### src/logic/duart_irq_pkg.sv
// Constants, field positions and types for the interrupt control block.
// Assumes one 200 MHz clock and a 4-bit host address bus.
package duart_irq_pkg;

  // ****************************************************************
  // Clock and timing
  // ****************************************************************
  localparam int CLK_PERIOD_PS = 5000;
  // Interrupt negation deadline after the clearing host action
  localparam int IRQ_NEGATE_MAX_NS = 100;
  localparam int IRQ_NEGATE_CYCLES = (IRQ_NEGATE_MAX_NS * 1000)
    / CLK_PERIOD_PS;
  // Least strobe high time between accesses
  localparam int BUS_GAP_MIN_NS = 30;
  localparam int BUS_GAP_CYCLES = (BUS_GAP_MIN_NS * 1000
    + CLK_PERIOD_PS - 1) / CLK_PERIOD_PS;
  // Least strobe low time
  localparam int STROBE_MIN_NS = 70;
  localparam int STROBE_MIN_CYCLES = (STROBE_MIN_NS * 1000
    + CLK_PERIOD_PS - 1) / CLK_PERIOD_PS;
  localparam int SYNC_STAGES = 3;
  // Address and data lag the strobes by two more stages
  localparam int BUS_PIPE_STAGES = SYNC_STAGES + 2;

  // ****************************************************************
  // Register offsets
  // ****************************************************************
  localparam logic [3:0] ADDR_QUEUE_A = 4'h0;
  localparam logic [3:0] ADDR_QUEUE_B = 4'h1;
  localparam logic [3:0] ADDR_COMMAND = 4'h2;
  localparam logic [3:0] ADDR_MASK = 4'h3;
  localparam logic [3:0] ADDR_STATUS = 4'h4;
  localparam logic [3:0] ADDR_INPUT_CHANGE = 4'h5;
  localparam logic [3:0] ADDR_OUT_CONFIG = 4'h6;
  localparam logic [3:0] ADDR_OUT_DATA = 4'h7;
  localparam logic [3:0] ADDR_EVENT_STATUS = 4'h8;
  localparam logic [3:0] ADDR_EVENT_MASK = 4'h9;

  // ****************************************************************
  // Event source positions in the status and mask registers
  // ****************************************************************
  localparam int NUM_SOURCES = 8;
  localparam int SRC_TX_A = 0;
  localparam int SRC_RX_A = 1;
  localparam int SRC_BRK_A = 2;
  localparam int SRC_CTR = 3;
  localparam int SRC_TX_B = 4;
  localparam int SRC_RX_B = 5;
  localparam int SRC_BRK_B = 6;
  localparam int SRC_IPC = 7;

  // ****************************************************************
  // Reset values
  // ****************************************************************
  localparam logic [7:0] MASK_RESET = 8'h00;
  localparam logic [4:0] OUT_CONFIG_RESET = 5'h00;
  localparam logic [4:0] OUT_DATA_RESET = 5'h00;
  localparam logic [7:0] READ_UNMAPPED = 8'h00;

  // Command codes sit in write data bits 7:4, channel in bit 0
  typedef enum logic [3:0] {
    CMD_NONE = 4'h0,
    CMD_RESET_BREAK = 4'h5,
    CMD_START_CTR = 4'h8,
    CMD_STOP_CTR = 4'h9
  } cmd_t;

  typedef enum logic [1:0] {
    BUS_IDLE = 2'b00,
    BUS_READ = 2'b01,
    BUS_WRITE = 2'b10
  } bus_state_t;

endpackage : duart_irq_pkg

### src/logic/strobe_if.sv
// Qualified strobe bundle between the strobe qualifier and the core.
// Assumes both ends run on ref_clk.
`timescale 1ns/1ps
interface strobe_if;
  logic active;
  logic start;
  logic done;
  modport source (output active, output start, output done);
  modport sink (input active, input start, input done);
endinterface : strobe_if

### src/logic/duart_interrupt_control.sv
// Interrupt control and host strobe qualification for a dual UART.
// Assumes queue, break, counter and input detect logic on ref_clk.
// Overview of operation
// [RULE1] Chip enable ORed with each strobe; later starts, earlier ends.
// [RULE2] One active-low interrupt output for eight masked event sources.
// [RULE3] Software mask register enables each source onto the interrupt.
// [RULE4] Status register shows every active condition, masked or not.
// [RULE5] Output pins three to seven can carry discrete interrupts.
// [RULE6] An interrupt-assigned output pin becomes open-drain active low.
// [RULE7] Receive interrupt drops after a queue read ends the condition.
// [RULE8] Transmit interrupt drops after a queue write ends the condition.
// [RULE9] Break-change interrupt clears only by its reset command.
// [RULE10] Counter interrupt clears by the stop counter command.
// [RULE11] Input-change interrupt clears by reading the change register.
// [RULE12] Clearing a mask bit removes that source at once.
// [RULE13] Host leaves read strobe high long enough before trusting status.
// [RULE14] Reading the change register clears its change bits.
// [RULE15] Reset drives the interrupt inactive and clears all enables.
//
// The register offsets and the strobed register port were left to the implementer.
`timescale 1ns/1ps
module duart_interrupt_control
  import duart_irq_pkg::*;
(
  input wire logic ref_clk,
  input wire logic rst_n,
  input wire logic chipEnableN,
  input wire logic readStrobeN,
  input wire logic writeStrobeN,
  input wire logic [3:0] busAddr,
  input wire logic [7:0] busDataIn,
  output logic [7:0] busDataOut,
  output logic busDataOe,
  input wire logic [1:0] txRoomAvailable,
  input wire logic [1:0] rxReadyOrFull,
  input wire logic [1:0] breakChangeEvent,
  input wire logic counterEvent,
  input wire logic [3:0] inputLevel,
  input wire logic [3:0] inputChangeEvent,
  input wire logic [7:0] rxDataA,
  input wire logic [7:0] rxDataB,
  output logic [1:0] rxQueueRead,
  output logic [1:0] txQueueWrite,
  output logic [7:0] txData,
  output logic counterRun,
  output logic irqOutN,
  output logic [4:0] outPinData,
  output logic [4:0] outPinOe,
  output logic eventIrq
);

  strobe_if rdIf ();
  strobe_if wrIf ();

  bus_state_t busState_reg;
  logic [3:0] addrPipe_reg [BUS_PIPE_STAGES];
  logic [7:0] dataPipe_reg [BUS_PIPE_STAGES];
  logic [3:0] cycleAddr_reg;
  logic [7:0] writeData_reg;
  logic readDone;
  logic writeDone;
  cmd_t cmdCode;
  logic cmdChan;
  logic [7:0] readValue;
  logic [1:0] breakLatch_reg;
  logic counterLatch_reg;
  logic [3:0] changeBits_reg;
  logic [7:0] mask_reg;
  logic [4:0] outConfig_reg;
  logic [4:0] outData_reg;
  logic [7:0] statusVec;
  logic [7:0] statusPrev_reg;
  logic [7:0] eventStatus_reg;
  logic [7:0] eventMask_reg;
  logic [4:0] pinIrq;

  // ****************************************************************
  // Strobe qualification
  // ****************************************************************
  // Same qualifier for both strobes; chip enable is shared
  strobe_qualifier readQual (
    .ref_clk(ref_clk),
    .rst_n(rst_n),
    .chipEnableN(chipEnableN),
    .strobeN(readStrobeN),
    .qual(rdIf)
  );

  strobe_qualifier writeQual (
    .ref_clk(ref_clk),
    .rst_n(rst_n),
    .chipEnableN(chipEnableN),
    .strobeN(writeStrobeN),
    .qual(wrIf)
  );

  // Address and data delayed to line up with the qualified strobes;
  // the first stage only feeds the second
  always_ff @(posedge ref_clk)
  begin
    if (!rst_n)
    begin
      for (int i = 0; i < BUS_PIPE_STAGES; i++)
      begin
        addrPipe_reg[i] <= 4'h0;
        dataPipe_reg[i] <= 8'h00;
      end
    end
    else
    begin
      addrPipe_reg[0] <= busAddr;
      dataPipe_reg[0] <= busDataIn;
      for (int i = 1; i < BUS_PIPE_STAGES; i++)
      begin
        addrPipe_reg[i] <= addrPipe_reg[i-1];
        dataPipe_reg[i] <= dataPipe_reg[i-1];
      end
    end
  end

  // ****************************************************************
  // Bus cycle state machine
  // ****************************************************************
  // Address is held only briefly, so it is caught at the start
  always_ff @(posedge ref_clk)
  begin
    if (!rst_n)
    begin
      busState_reg <= BUS_IDLE;
      cycleAddr_reg <= 4'h0;
    end
    else
    begin
      case (busState_reg)
        BUS_IDLE:
        begin
          if (rdIf.start)
          begin
            busState_reg <= BUS_READ;
            cycleAddr_reg <= addrPipe_reg[BUS_PIPE_STAGES-1];
          end
          else if (wrIf.start)
          begin
            busState_reg <= BUS_WRITE;
            cycleAddr_reg <= addrPipe_reg[BUS_PIPE_STAGES-1];
          end
        end
        BUS_READ:
        begin
          if (rdIf.done)
            busState_reg <= BUS_IDLE;
        end
        BUS_WRITE:
        begin
          if (wrIf.done)
            busState_reg <= BUS_IDLE;
        end
        default:
          busState_reg <= BUS_IDLE;
      endcase
    end
  end

  // Write data tracks the bus until the strobe is seen to rise
  always_ff @(posedge ref_clk)
  begin
    if (!rst_n)
      writeData_reg <= 8'h00;
    else if (busState_reg == BUS_WRITE && wrIf.active)
      writeData_reg <= dataPipe_reg[BUS_PIPE_STAGES-1];
  end

  // Side effects act at cycle end so read data stays steady
  assign readDone = (busState_reg == BUS_READ) && rdIf.done; // [RULE13]
  assign writeDone = (busState_reg == BUS_WRITE) && wrIf.done;
  assign cmdCode = cmd_t'(writeData_reg[7:4]);
  assign cmdChan = writeData_reg[0];

  // ****************************************************************
  // Event sources and status
  // ****************************************************************
  // Break change latches; only the reset command clears, set wins
  always_ff @(posedge ref_clk)
  begin
    if (!rst_n)
      breakLatch_reg <= 2'b00;
    else
    begin
      for (int c = 0; c < 2; c++)
      begin
        if (breakChangeEvent[c])
          breakLatch_reg[c] <= 1'b1;
        else if (writeDone && cycleAddr_reg == ADDR_COMMAND &&
                 cmdCode == CMD_RESET_BREAK && cmdChan == c[0])
          breakLatch_reg[c] <= 1'b0; // [RULE9]
      end
    end
  end

  // Counter event latch and run flag
  always_ff @(posedge ref_clk)
  begin
    if (!rst_n)
    begin
      counterLatch_reg <= 1'b0;
      counterRun <= 1'b0;
    end
    else
    begin
      if (counterEvent)
        counterLatch_reg <= 1'b1;
      else if (writeDone && cycleAddr_reg == ADDR_COMMAND &&
               cmdCode == CMD_STOP_CTR)
        counterLatch_reg <= 1'b0; // [RULE10]
      if (writeDone && cycleAddr_reg == ADDR_COMMAND)
      begin
        if (cmdCode == CMD_START_CTR)
          counterRun <= 1'b1;
        else if (cmdCode == CMD_STOP_CTR)
          counterRun <= 1'b0;
      end
    end
  end

  // Change bits clear on a read of their register; a new change wins
  always_ff @(posedge ref_clk)
  begin
    if (!rst_n)
      changeBits_reg <= 4'h0;
    else if (readDone && cycleAddr_reg == ADDR_INPUT_CHANGE)
      changeBits_reg <= inputChangeEvent; // [RULE14] [RULE11]
    else
      changeBits_reg <= changeBits_reg | inputChangeEvent;
  end

  // Queue levels come from the queues and fall after pop or push
  always_comb
  begin
    statusVec = 8'h00;
    statusVec[SRC_TX_A] = txRoomAvailable[0];
    statusVec[SRC_RX_A] = rxReadyOrFull[0];
    statusVec[SRC_BRK_A] = breakLatch_reg[0];
    statusVec[SRC_CTR] = counterLatch_reg;
    statusVec[SRC_TX_B] = txRoomAvailable[1];
    statusVec[SRC_RX_B] = rxReadyOrFull[1];
    statusVec[SRC_BRK_B] = breakLatch_reg[1];
    statusVec[SRC_IPC] = |changeBits_reg;
  end

  // ****************************************************************
  // Queue strobes
  // ****************************************************************
  // One-cycle pop and push pulses to the channel queues
  always_ff @(posedge ref_clk)
  begin
    if (!rst_n)
    begin
      rxQueueRead <= 2'b00;
      txQueueWrite <= 2'b00;
      txData <= 8'h00;
    end
    else
    begin
      rxQueueRead[0] <= readDone && cycleAddr_reg == ADDR_QUEUE_A; // [RULE7]
      rxQueueRead[1] <= readDone && cycleAddr_reg == ADDR_QUEUE_B; // [RULE7]
      txQueueWrite[0] <= writeDone && cycleAddr_reg == ADDR_QUEUE_A; // [RULE8]
      txQueueWrite[1] <= writeDone && cycleAddr_reg == ADDR_QUEUE_B; // [RULE8]
      if (writeDone)
        txData <= writeData_reg;
    end
  end

  // ****************************************************************
  // Software registers
  // ****************************************************************
  // Mask, pin configuration, pin data and event mask writes
  always_ff @(posedge ref_clk)
  begin
    if (!rst_n)
    begin
      mask_reg <= MASK_RESET; // [RULE15]
      outConfig_reg <= OUT_CONFIG_RESET;
      outData_reg <= OUT_DATA_RESET;
      eventMask_reg <= MASK_RESET;
    end
    else if (writeDone)
    begin
      case (cycleAddr_reg)
        ADDR_MASK:
          mask_reg <= writeData_reg; // [RULE3]
        ADDR_OUT_CONFIG:
          outConfig_reg <= writeData_reg[7:3];
        ADDR_OUT_DATA:
          outData_reg <= writeData_reg[7:3];
        ADDR_EVENT_MASK:
          eventMask_reg <= writeData_reg;
        default:
          mask_reg <= mask_reg;
      endcase
    end
  end

  // Read multiplexer; unmapped offsets read as zero
  always_comb
  begin
    case (cycleAddr_reg)
      ADDR_QUEUE_A:
        readValue = rxDataA;
      ADDR_QUEUE_B:
        readValue = rxDataB;
      ADDR_MASK:
        readValue = mask_reg;
      ADDR_STATUS:
        readValue = statusVec; // [RULE4]
      ADDR_INPUT_CHANGE:
        readValue = {changeBits_reg, inputLevel};
      ADDR_OUT_CONFIG:
        readValue = {outConfig_reg, 3'b000};
      ADDR_OUT_DATA:
        readValue = {outData_reg, 3'b000};
      ADDR_EVENT_STATUS:
        readValue = eventStatus_reg;
      ADDR_EVENT_MASK:
        readValue = eventMask_reg;
      default:
        readValue = READ_UNMAPPED;
    endcase
  end

  // Data bus driven for the whole read cycle, live values
  always_ff @(posedge ref_clk)
  begin
    if (!rst_n)
    begin
      busDataOut <= 8'h00;
      busDataOe <= 1'b0;
    end
    else
    begin
      busDataOe <= (busState_reg == BUS_READ) && !rdIf.done;
      // Zero on the closing edge too, so data never outlives the enable
      busDataOut <= (busState_reg == BUS_READ) && !rdIf.done ? readValue
        : 8'h00;
    end
  end

  // ****************************************************************
  // Interrupt outputs
  // ****************************************************************
  // Shared output follows status and mask each cycle, so a cleared
  // enable drops its source on the next edge
  always_ff @(posedge ref_clk)
  begin
    if (!rst_n)
      irqOutN <= 1'b1; // [RULE15]
    else
      irqOutN <= ~|(statusVec & mask_reg); // [RULE2] [RULE12]
  end

  // Discrete sources for pins 3..7: counter, rx A, rx B, tx A, tx B;
  // these are not masked, as each pin serves a single source
  assign pinIrq = {statusVec[SRC_TX_B], statusVec[SRC_TX_A],
                   statusVec[SRC_RX_B], statusVec[SRC_RX_A],
                   statusVec[SRC_CTR]};

  // Interrupt pins only pull low; data pins drive the complement
  always_ff @(posedge ref_clk)
  begin
    if (!rst_n)
    begin
      outPinData <= 5'h1f;
      outPinOe <= 5'h1f;
    end
    else
    begin
      for (int p = 0; p < 5; p++)
      begin
        if (outConfig_reg[p])
        begin
          outPinData[p] <= 1'b0; // [RULE6]
          outPinOe[p] <= pinIrq[p]; // [RULE5] [RULE6]
        end
        else
        begin
          outPinData[p] <= ~outData_reg[p];
          outPinOe[p] <= 1'b1;
        end
      end
    end
  end

  // Sticky record of rising conditions, cleared by its read;
  // an edge in the clearing cycle is kept
  always_ff @(posedge ref_clk)
  begin
    if (!rst_n)
    begin
      statusPrev_reg <= 8'h00;
      eventStatus_reg <= 8'h00;
    end
    else
    begin
      statusPrev_reg <= statusVec;
      if (readDone && cycleAddr_reg == ADDR_EVENT_STATUS)
        eventStatus_reg <= statusVec & ~statusPrev_reg;
      else
        eventStatus_reg <= eventStatus_reg | (statusVec & ~statusPrev_reg);
    end
  end

  // Level output while any unmasked sticky bit stands
  always_ff @(posedge ref_clk)
  begin
    if (!rst_n)
      eventIrq <= 1'b0;
    else
      eventIrq <= |(eventStatus_reg & eventMask_reg);
  end

endmodule : duart_interrupt_control

### src/logic/strobe_qualifier.sv
// Synchronises chip enable and one strobe pin and combines them.
// Assumes both pins are asynchronous to ref_clk and active low.
`timescale 1ns/1ps
module strobe_qualifier
  import duart_irq_pkg::*;
(
  input wire logic ref_clk,
  input wire logic rst_n,
  input wire logic chipEnableN,
  input wire logic strobeN,
  strobe_if.source qual
);

  logic [SYNC_STAGES-1:0] ceSync_reg;
  logic [SYNC_STAGES-1:0] stSync_reg;
  logic ceStable_reg;
  logic stStable_reg;
  logic cycle;
  logic active_reg;
  logic start_reg;
  logic done_reg;

  // ****************************************************************
  // Pin synchronisers
  // ****************************************************************
  // Shift chains; the first stage feeds only the second
  always_ff @(posedge ref_clk)
  begin
    if (!rst_n)
    begin
      ceSync_reg <= '1;
      stSync_reg <= '1;
    end
    else
    begin
      ceSync_reg <= {ceSync_reg[SYNC_STAGES-2:0], chipEnableN};
      stSync_reg <= {stSync_reg[SYNC_STAGES-2:0], strobeN};
    end
  end

  // A level counts once the second and third stage agree
  always_ff @(posedge ref_clk)
  begin
    if (!rst_n)
    begin
      ceStable_reg <= 1'b1;
      stStable_reg <= 1'b1;
    end
    else
    begin
      if (ceSync_reg[1] == ceSync_reg[2])
        ceStable_reg <= ceSync_reg[2];
      if (stSync_reg[1] == stSync_reg[2])
        stStable_reg <= stSync_reg[2];
    end
  end

  // ****************************************************************
  // Cycle framing
  // ****************************************************************
  // Later assertion opens, earlier negation closes the cycle
  assign cycle = ~(ceStable_reg | stStable_reg); // [RULE1]

  always_ff @(posedge ref_clk)
  begin
    if (!rst_n)
    begin
      active_reg <= 1'b0;
      start_reg <= 1'b0;
      done_reg <= 1'b0;
    end
    else
    begin
      active_reg <= cycle;
      start_reg <= cycle & ~active_reg;
      done_reg <= ~cycle & active_reg;
    end
  end

  assign qual.active = active_reg;
  assign qual.start = start_reg;
  assign qual.done = done_reg;

endmodule : strobe_qualifier

### config.mk
export PLATFORM = sky130hd
export DESIGN_NAME = duart_interrupt_control
export DESIGN_NICKNAME = d
export VERILOG_FILES = /design/src/logic/duart_irq_pkg.sv /design/src/logic/strobe_if.sv /design/src/logic/duart_interrupt_control.sv /design/src/logic/strobe_qualifier.sv
export SDC_FILE = /design/constraint.sdc
export NUM_CORES = 1
export LEC_CHECK = 0
export ABC_AREA = 1
export BUFFER_PORTS_ARGS = -buffer_cell sky130_fd_sc_hd__clkbuf_2
export CAP_MARGIN = 10
export CORE_MARGIN = 3
export CORE_UTILIZATION = 40
export DETAILED_ROUTE_END_ITERATION = 8
export HOLD_SLACK_MARGIN = 0.1
export SYNTH_ARGS = -nofsm -noshare
export SYNTH_HDL_FRONTEND = slang
export SYNTH_SLANG_ARGS = --single-unit
### constraint.sdc
create_clock -name ref_clk -period 1.79 [get_ports ref_clk]
set_input_delay 0.358 -clock ref_clk [delete_from_list [all_inputs] [get_ports ref_clk]]
set_output_delay 0.358 -clock ref_clk [all_outputs]
set_load 0.05 [all_outputs]
; Word level (Yosys, flattened, before mapping)
; Memory sizes are Yosys's and may differ from the RTL's. A register that Yosys moved wholly into a read port is not among the register bits.
; Index checks and enable logic that the tools add are counted.
[classes]
reduce_logical = 41
bitwise = 32
n_eq_ne = 21
n_mux = 35
[op_table]
columns = op, n
row1 = $pmux 8 s9, 1
row2 = $mux 8, 6
row3 = $mux 4, 8
row4 = $and 8x8->8, 3
row5 = $reduce_and 2->1, 12
row6 = $eq 4x3->1 const B, 5
row7 = $eq 4x4->1 const B, 4
row8 = $reduce_or 8->1, 2
row9 = $logic_and 1x1->1, 15
row10 = $mux 1, 15
row11 = $or 1x1->1, 12
row12 = $not 1->1, 10
row13 = $reduce_bool 2->1, 5
row14 = $eq 4x2->1 const B, 2
row15 = $mux 2, 4
row16 = $not 8->8, 1
row17 = $or 8x8->8, 1
row18 = $pmux 2 s3, 1
row19 = $and 1x1->1, 4
row20 = $eq 1x1->1, 4
row21 = $eq 4x1->1 const B, 1
row22 = $logic_not 4->1, 1
row23 = $ne 2x1->1 const B, 2
row24 = $or 4x4->4, 1
row25 = other kinds (7), 9
[word_totals]
output_inout_bits = 34
ff_bits = 111
elab_cells = 171
mem_count = 2
in_bits = 48
ram_bits = 60
[memory_table]
columns = name, depth, word_bits, rd, rd_ports_with_merged_regs, write_ports, line_no
row1 = dataPipe_reg, 5, 8, 5, 1, 5, duart_interrupt_control.sv:57  ; logic [7:0] dataPipe_reg [BUS_PIPE_STAGES];
row2 = addrPipe_reg, 5, 4, 5, 0, 5, duart_interrupt_control.sv:56  ; logic [3:0] addrPipe_reg [BUS_PIPE_STAGES];

; Logic depth before layout (Yosys ltp)
; Gate-level depths: netlist of run 1.
[logic_depth]
ltp_word = 7
ltp_mapped = 9
depth_no_buf = 9

; Modules after synthesis
; A second synthesis of run 1 with hierarchy kept.
[unflattened]
hier_cells = 793
hier_area_um2 = 6293.5
[by_module_without_submodules]
columns = module, cells_each, n_inst, seq_area_each_um2, area_each_um2
row1 = duart_interrupt_control, 717, 1, 3143.0, 5625.4
row2 = strobe_qualifier, 38, 2, 220.2, 334.1

; Least setup slack after synthesis of run 1
; No wires, ideal clock.
[synth_timing]
path_kind = register -> register
from = reg cycleAddr_reg[2]
to = reg changeBits_reg[0]
path_buffers = 0
stages_incl_launch_ff = 7
setup_slack_ns = 0.467
required_ns = 1.662
period_less_slack_ns = 1.323
t_arrival_ns = 1.195
setup_ns = 0.128
path_cell_list = dfxtp_1 > inv_1 > nor2_2 > nand2_2 > or2_1 > a21oi_1 > nor2_1
[synth_via]
elab_chain_cells = 3
[synth_rtl]
columns = item, line_no
row1 = start: declaration, duart_interrupt_control.sv:58  ; logic [3:0] cycleAddr_reg;
row2 = start signal: assignment, duart_interrupt_control.sv:140  ; cycleAddr_reg <= addrPipe_reg[BUS_PIPE_STAGES-1];
row3 = start signal: assignment, duart_interrupt_control.sv:145  ; cycleAddr_reg <= addrPipe_reg[BUS_PIPE_STAGES-1];
row4 = $eq 4x3->1, duart_interrupt_control.sv:230  ; else if (readDone && cycleAddr_reg == ADDR_INPUT_CHANGE)
row5 = $logic_and 1x1->1, duart_interrupt_control.sv:230
row6 = $mux 4, duart_interrupt_control.sv:230
row7 = end signal: assignment, duart_interrupt_control.sv:231  ; changeBits_reg <= inputChangeEvent;
row8 = end signal: assignment, duart_interrupt_control.sv:233  ; changeBits_reg <= changeBits_reg | inputChangeEvent;
row9 = end: declaration, duart_interrupt_control.sv:67  ; logic [3:0] changeBits_reg;
; No other way between the ends.
; A chain may end at the register's enable or synchronous reset.

; Final worst setup path of run 1
[layout_timing]
from = reg cycleAddr_reg[3]
to = reg outData_reg[3]
[layout_via]
elab_chain_cells = 2
[layout_rtl]
columns = item, line_no
row1 = $eq 4x3->1, duart_interrupt_control.sv:288  ; case (cycleAddr_reg)
row2 = $reduce_and 2->1 (no line), -
row3 = end signal: assignment, duart_interrupt_control.sv:294  ; outData_reg <= writeData_reg[7:3];
row4 = end: declaration, duart_interrupt_control.sv:70  ; logic [4:0] outData_reg;
; No other way between the ends.

==> impl_metrics.csv, run 1 <==
group,metric,value,unit
floorplanning,core,14800,sq um
routing,route.detailed.drc,0,
yosys,synthMuxAreaShare,0,%
critical_path,cp_num_buf_inv,1,
cells_and_area,register_area,3500,sq um
placed_design,portBuffers,81,
placed_design,dpl-instance-area,6780,sq um
floorplanning,die-area,16800,sq um
yosys,synth-compound-area-share,10.5,%
critical_path,cp_slowest_cell,"nor2_2",
floorplanning,ios,82,
yosys,yosys.area_share.simple,23.0,%
clocking,cts-root-buf,"clkbuf_16",
critical_path,start_kind,"flip-flop",
timing,fin_crit_sh,92.6,%
yosys,ys_warn_count,0,
cells_and_area,post-route-util,51.1,%
yosys,synth_enable_flop_cells,0,
critical_path,critPathMaxFanout,7,
timing,rsz0062_at_grt,"no",
timing,period_needed,1.66,ns
routing,ant_nets,0,
routing,vias,4970,
yosys,ys_seq_area_share,57.4,%
critical_path,path_class,"reg2reg",
placed_design,hpwlAfterDp,10300,um
cells_and_area,antenna_cells,0,
yosys,synth_cells,766,
critical_path,crit_chain,"inv_1, nand2_1, nor2_2, nand2_1, o21ai_0, a21oi_1",
yosys,ys_types,28,
cells_and_area,final_area,7530,sq um
power,p_leak,0.00370,uW
yosys,yosysTopAreaCellShare,57.4,%
critical_path,timing.critical_path.to,"outData_reg[3]",
global_route,track_usage,17.9,%
critical_path,path_depth,6,
global_route,grt_start_max_net_pins,79,
cells_and_area,synthToLayoutAreaGrowth,23.4,%
yosys,syn_nets,814,
timing,fmax,604,MHz
yosys,yosys.area_share.adder,0,%
critical_path,crit_arrival,1.96,ns
critical_path,cp_slowest_stage_delay,0.37,ns
timing,finalHoldViolCount,0,
yosys,synthArstFlopShare,0,%
yosys,yosysTopAreaCell,"dfxtp_1",
floorplanning,dieWidth,130,um
clocking,cts_resized,0,
critical_path,r2r_end,"outData_reg[3]",
clocking,h-tree-depth,4,
global_route,gr-total-overflow,0,
critical_path,worstPathRequired,2.10,ns
cells_and_area,drive_above_1_share,17.8,%
placed_design,routabilityCongestion,0.927,
floorplanning,fp.dieH,130,um
cells_and_area,multi_input_area,2050,sq um
timing,finalSetupViolCount,0,
yosys,synth_area_per_cell,7.97,sq um
global_route,grt_pass1_wl,23000,um
routing,wirelength,14400,um
global_route,grt_pass1_vias,4546,
yosys,synth.ff_latch_count,175,
yosys,synth.area.top_cells,"dfxtp_1, nand2_1, inv_1",
routing,first_pass_iters,5,
clocking,cts_tree,"built",
timing,worst_slew_pin_slew,0.678,ns
timing,relSlewSlack,54.5,%
critical_path,critical_path.most_common_cell,"nand2_1",
job,cap_viol_max_count,0,
timing,fin_hold_ws,0.119,ns
clocking,path_clk_slew,0.06,ns
global_route,antenna_found_initial,0,
critical_path,cpLargestDelayFamily,"simple AND/OR/NAND/NOR gates",
yosys,synth_area,6110,sq um
routing,drtIter0Drc,412,
floorplanning,start_util,41.4,%
power,p_per_area,1110,nW/um^2
yosys,synthXorXnorAreaFrac,0,%
timing,finClkSkew,0.0129,ns
routing,drt-vias-per-instance,4.67,
power,ir_worst_vdd,1010,uV
clocking,cts.sinks,175,
clocking,clkLatencyLatePin,0.42,ns
clocking,numCtsBuffers,17,
cells_and_area,fill_cells,1437,
clocking,cts_setup_buffers,0,
critical_path,r2r_start,"cycleAddr_reg[3]",
clocking,clock_path_buffers,2,
cells_and_area,nNetsFinal,915,
yosys,synthFlopType,"dfxtp_1",
floorplanning,core.rowCount,44,
power,totalPowerFinal,8340,uW
yosys,synth_top_family_by_area,"simple AND/OR/NAND/NOR gates",
critical_path,worstRegToRegCells,6,
critical_path,setup.worst_path.start,"cycleAddr_reg[3]",
clocking,hold_buffers,10,
worst_hold_path,hp-start,"readStrobeN",
critical_path,worstSetupEndpointType,"flip-flop",
timing,finalMaxSlewViolations,0,
run_status,status,"complete, no violations",
timing,setup_tns,0,ns
critical_path,rrSetupSlack,0.13,ns
routing,avgRoutedWirePerCell,13.5,um
worst_hold_path,hold_class,"in2reg",
cells_and_area,largest_reg_flops,40,
-- report_power, final --
part	switching (uW)	internal (uW)	total [uW]	leakage, uW
Clock	1540	2510	4050	0.000310
Sequential	47.5	3990	4030	0.00143
Combinational	141	117	258	0.00197
-- cell families after synthesis --
family | Yosys count
flops | 175
compound gates | 120
buf+inv | 141
simple gates | 330
-- cells in the final DEF (no fill, tap or decap), drive strengths merged --
cell / instances
dlygate4sd3: 10
buf: 19
dfxtp: 175
a211oi: 2
a31oi: 1
o21ai: 45
a22oi: 4
nand3b: 2
a21oi: 60
nand3: 47
nand4: 3
nor2: 60
o22ai: 7
nor3: 11
nand2: 194
bufinv: 5
or2: 13
clkbuf: 98
clkinvlp: 3
clkinv: 1
o32ai: 1
inv: 119
-- cells in the mapped netlist, types with 2 or more instances --
cell      count
a21oi_1      60
nand4_1       3
nor2_1       53
inv_1       112
o21ai_0      43
nand3b_1      2
nor2_2        5
buf_2         4
clkbuf_1     19
buf_4         2
nand3_1      46
nor2_4        2
inv_2         2
dfxtp_1     175
a22oi_1       4
o21ai_1       2
or2_2        12
nor3_1       10
o22ai_1       7
buf_6         2
nand2_1     192
nand2_2       2
a211oi_2      2
-- worst min-delay path by stage --
stage / to / slack [ns] / depth (start not counted)
after floorplan: addrPipe_reg[0][10] / 0.39 / 2
after global placement: dataPipe_reg[1][4] / 0.39 / 2
after detailed placement: addrPipe_reg[0][7] / 0.40 / 2
after CTS: readQual.stSync_reg[0] / 0.10 / 2
after global routing: writeQual.stSync_reg[0] / 0.10 / 2
final: readQual.stSync_reg[0] / 0.12 / 2
-- metrics by stage --
step,std cells,setup WS [ns]
2_1_floorplan,766,0.467
3_3_place_gp,1022,0.203
3_5_place_dp,1022,0.171
4_1_cts,1064,0.164
5_1_grt,1064,0.00495
6_report,1064,0.133
-- metal layers --
layer	up-vias	GRT usage, %	part of all wire, %	wire length, um
met3	27	5.81	7.7	1110
li1	2594	-	-	-
met5	-	0	0	0
met2	169	27.8	44	6350
met1	2180	23.1	45	6540
met4	0	7.09	2.7	385
-- final cells by class --
| class | count | area share (%) |
|---|---|---|
| Clock inverter | 14 | 3.02 |
| Tap cell | 184 | 3.06 |
| Clock buffer | 18 | 5.70 |
| Sequential cell | 175 | 46.5 |
| Multi-Input combinational cell | 450 | 27.2 |
| Timing Repair Buffer | 109 | 8.87 |
| Inverter | 114 | 5.68 |
(Power assumes the default switching activity.)
==> run 2: changes to the inputs <==
--- a/config.mk
+++ b/config.mk
@@ -8,10 +8,13 @@
 export ABC_AREA = 1
 export BUFFER_PORTS_ARGS = -buffer_cell sky130_fd_sc_hd__clkbuf_2
 export CAP_MARGIN = 10
+export CELL_PAD_IN_SITES_DETAIL_PLACEMENT = 1
+export CELL_PAD_IN_SITES_GLOBAL_PLACEMENT = 2
 export CORE_MARGIN = 3
-export CORE_UTILIZATION = 40
+export CORE_UTILIZATION = 33
 export DETAILED_ROUTE_END_ITERATION = 8
 export HOLD_SLACK_MARGIN = 0.1
+export PLACE_DENSITY_LB_ADDON = 0.1
 export SYNTH_ARGS = -nofsm -noshare
 export SYNTH_HDL_FRONTEND = slang
 export SYNTH_SLANG_ARGS = --single-unit
==> run 2 against run 1 <==
Fmax increased by 8.0%. Final area increased by 0.28%. Worst hold slack got worse by 0.0023 ns. Global-route usage decreased by 0.34 points. Combinational power increased by 2%. Sequential power about the same. Flip-flop and latch count unchanged. Sequential share of layout area decreased by 0.13 points. Count of clock-buffer cells in the layout increased by 2. Largest cell class unchanged.
==> impl_metrics.csv, run 2 (same netlist as run 1, synthesis figures left out) <==
group,metric,value,unit
critical_path,critPathMaxFanout,16,
cells_and_area,final_area,7550,sq um
timing,finalHoldViolCount,0,
timing,relSlewSlack,56.2,%
critical_path,cp_slowest_cell,"dfxtp_1",
timing,rsz0062_at_grt,"no",
global_route,grt_pass1_wl,27600,um
critical_path,cp_slowest_stage_delay,0.42,ns
clocking,cts_setup_buffers,0,
routing,first_pass_iters,4,
global_route,grt-busiest-layer,"met2",
global_route,grt_start_max_net_pins,104,
cells_and_area,fill_cells,2175,
critical_path,crit_arrival,1.89,ns
global_route,gr-total-overflow,0,
timing,setup_tns,0,ns
timing,finalMaxSlewViolations,0,
clocking,numCtsBuffers,17,
clocking,path_clk_slew,0.07,ns
cells_and_area,drive_above_1_share,17.6,%
floorplanning,ios,82,
placed_design,dpl-instance-area,6830,sq um
critical_path,start_kind,"flip-flop",
cells_and_area,largest_reg_flops,40,
cells_and_area,nNetsFinal,919,
placed_design,hpwlAfterDp,12300,um
routing,drt-vias-per-instance,4.63,
worst_hold_path,min_path_cells,3,
cells_and_area,mostFrequentLayoutCell,"nand2_1",
timing,finClkSkew,0.0102,ns
critical_path,worstSetupEndpointType,"flip-flop",
routing,route.detailed.drc,0,
clocking,cts_tree,"built",
global_route,use_met2,29.2,%
global_route,use_met3,4.03,%
timing,fin_crit_sh,85.7,%
power,ir_worst_vdd,630,uV
critical_path,worstRegToRegCells,5,
critical_path,crit_chain,"nand3_2, buf_4, nor2_4, o21ai_0, a21oi_1",
cells_and_area,final_cell_mix,"nand2_1, dfxtp_1, inv_1",
routing,ant_nets,0,
floorplanning,dieWidth,142,um
global_route,track_usage,17.5,%
critical_path,path_class,"reg2reg",
clocking,clkLatencyLatePin,0.42,ns
floorplanning,start_util,33.8,%
floorplanning,fp.dieH,142,um
worst_hold_path,hold_class,"in2reg",
global_route,grt_pass1_vias,5259,
job,cap_viol_max_count,0,
clocking,h-tree-depth,4,
floorplanning,die-area,20200,sq um
cells_and_area,synthToLayoutAreaGrowth,23.7,%
critical_path,worstPathRequired,2.15,ns
clocking,cts-root-buf,"clkbuf_16",
timing,fmax,652,MHz
routing,avgRoutedWirePerCell,15.1,um
power,p_per_area,1070,nW/um^2
clocking,cts.sinks,175,
routing,drtIter0Drc,279,
cells_and_area,antenna_cells,0,
floorplanning,core.rowCount,49,
timing,worst_slew_pin_slew,0.653,ns
global_route,use_met1,22.4,%
placed_design,routabilityCongestion,0.812,
run_status,status,"complete, no violations",
placed_design,portBuffers,81,
timing,finalSetupViolCount,0,
floorplanning,core,18100,sq um
clocking,clock_path_buffers,2,
timing,fin_ws,0.256,ns
routing,wirelength,16800,um
routing,vias,5154,
placed_design,dp_worst_setup_slack,0.266,ns
power,p_leak,0.00369,uW
global_route,antenna_found_initial,0,
timing,period_needed,1.53,ns
## run 2: area by class of cell
cell class              count  area [sq um]  area share (%)
inverters                 114           428            5.66
clock inverters            12           160            2.12
multi-input cells         450          2050            27.1
well taps                 229           287            3.79
repair buffers            113           693            9.18
clock buffers              20           437            5.78
flip-flops and latches    175          3500            46.4
## run 2: layer usage
metal  vias to the layer above  wire length, um
li1                       2606                -
met1                      2440             7650
met3                        22              589
met4                         0              312
met5                         -                0
met2                        86             8240
## run 2: where the power goes
group / total, uW / internal [uW] / leakage [uW] / switching (uW)
sequential: 4030 / 3990 / 0.00143 / 47.5
combinational: 264 / 118 / 0.00198 / 146
clock: 3760 / 2210 / 0.000277 / 1550
## run 2: worst paths after layout
check                                   startpoint  slack (ns)                 end
worst max-delay path               busState_reg[1]        0.26         mask_reg[1]
worst min-delay path                    busAddr[2]        0.12  addrPipe_reg[0][2]
worst max register to register     busState_reg[1]        0.26         mask_reg[1]
worst min register to register  dataPipe_reg[1][5]        0.41  dataPipe_reg[2][5]
## run 2: through the flow
step                hold WS (ns)  instances  utilization [%]  power, uW
finish                     0.117       1113             41.8       8050
global route               0.121       1113             41.8       8400
CTS                        0.103       1113             41.8       8170
detailed placement         0.399       1068             37.8       4370
global placement           0.392       1068             37.8       4360
floorplan                  0.390        766                -       4240
## run 2: timing repair
action	4_1_cts	5_1_grt
hold buffers	13	0
endpoints found under the hold margin	13	0
resized for setup	0	0
## run 2: critical path, delay by kind of cell (launching register included)
kind	cells	cell delay, ns
compound gates	2	0.29
simple gates	2	0.51
buf+inv	1	0.23
flops	1	0.42
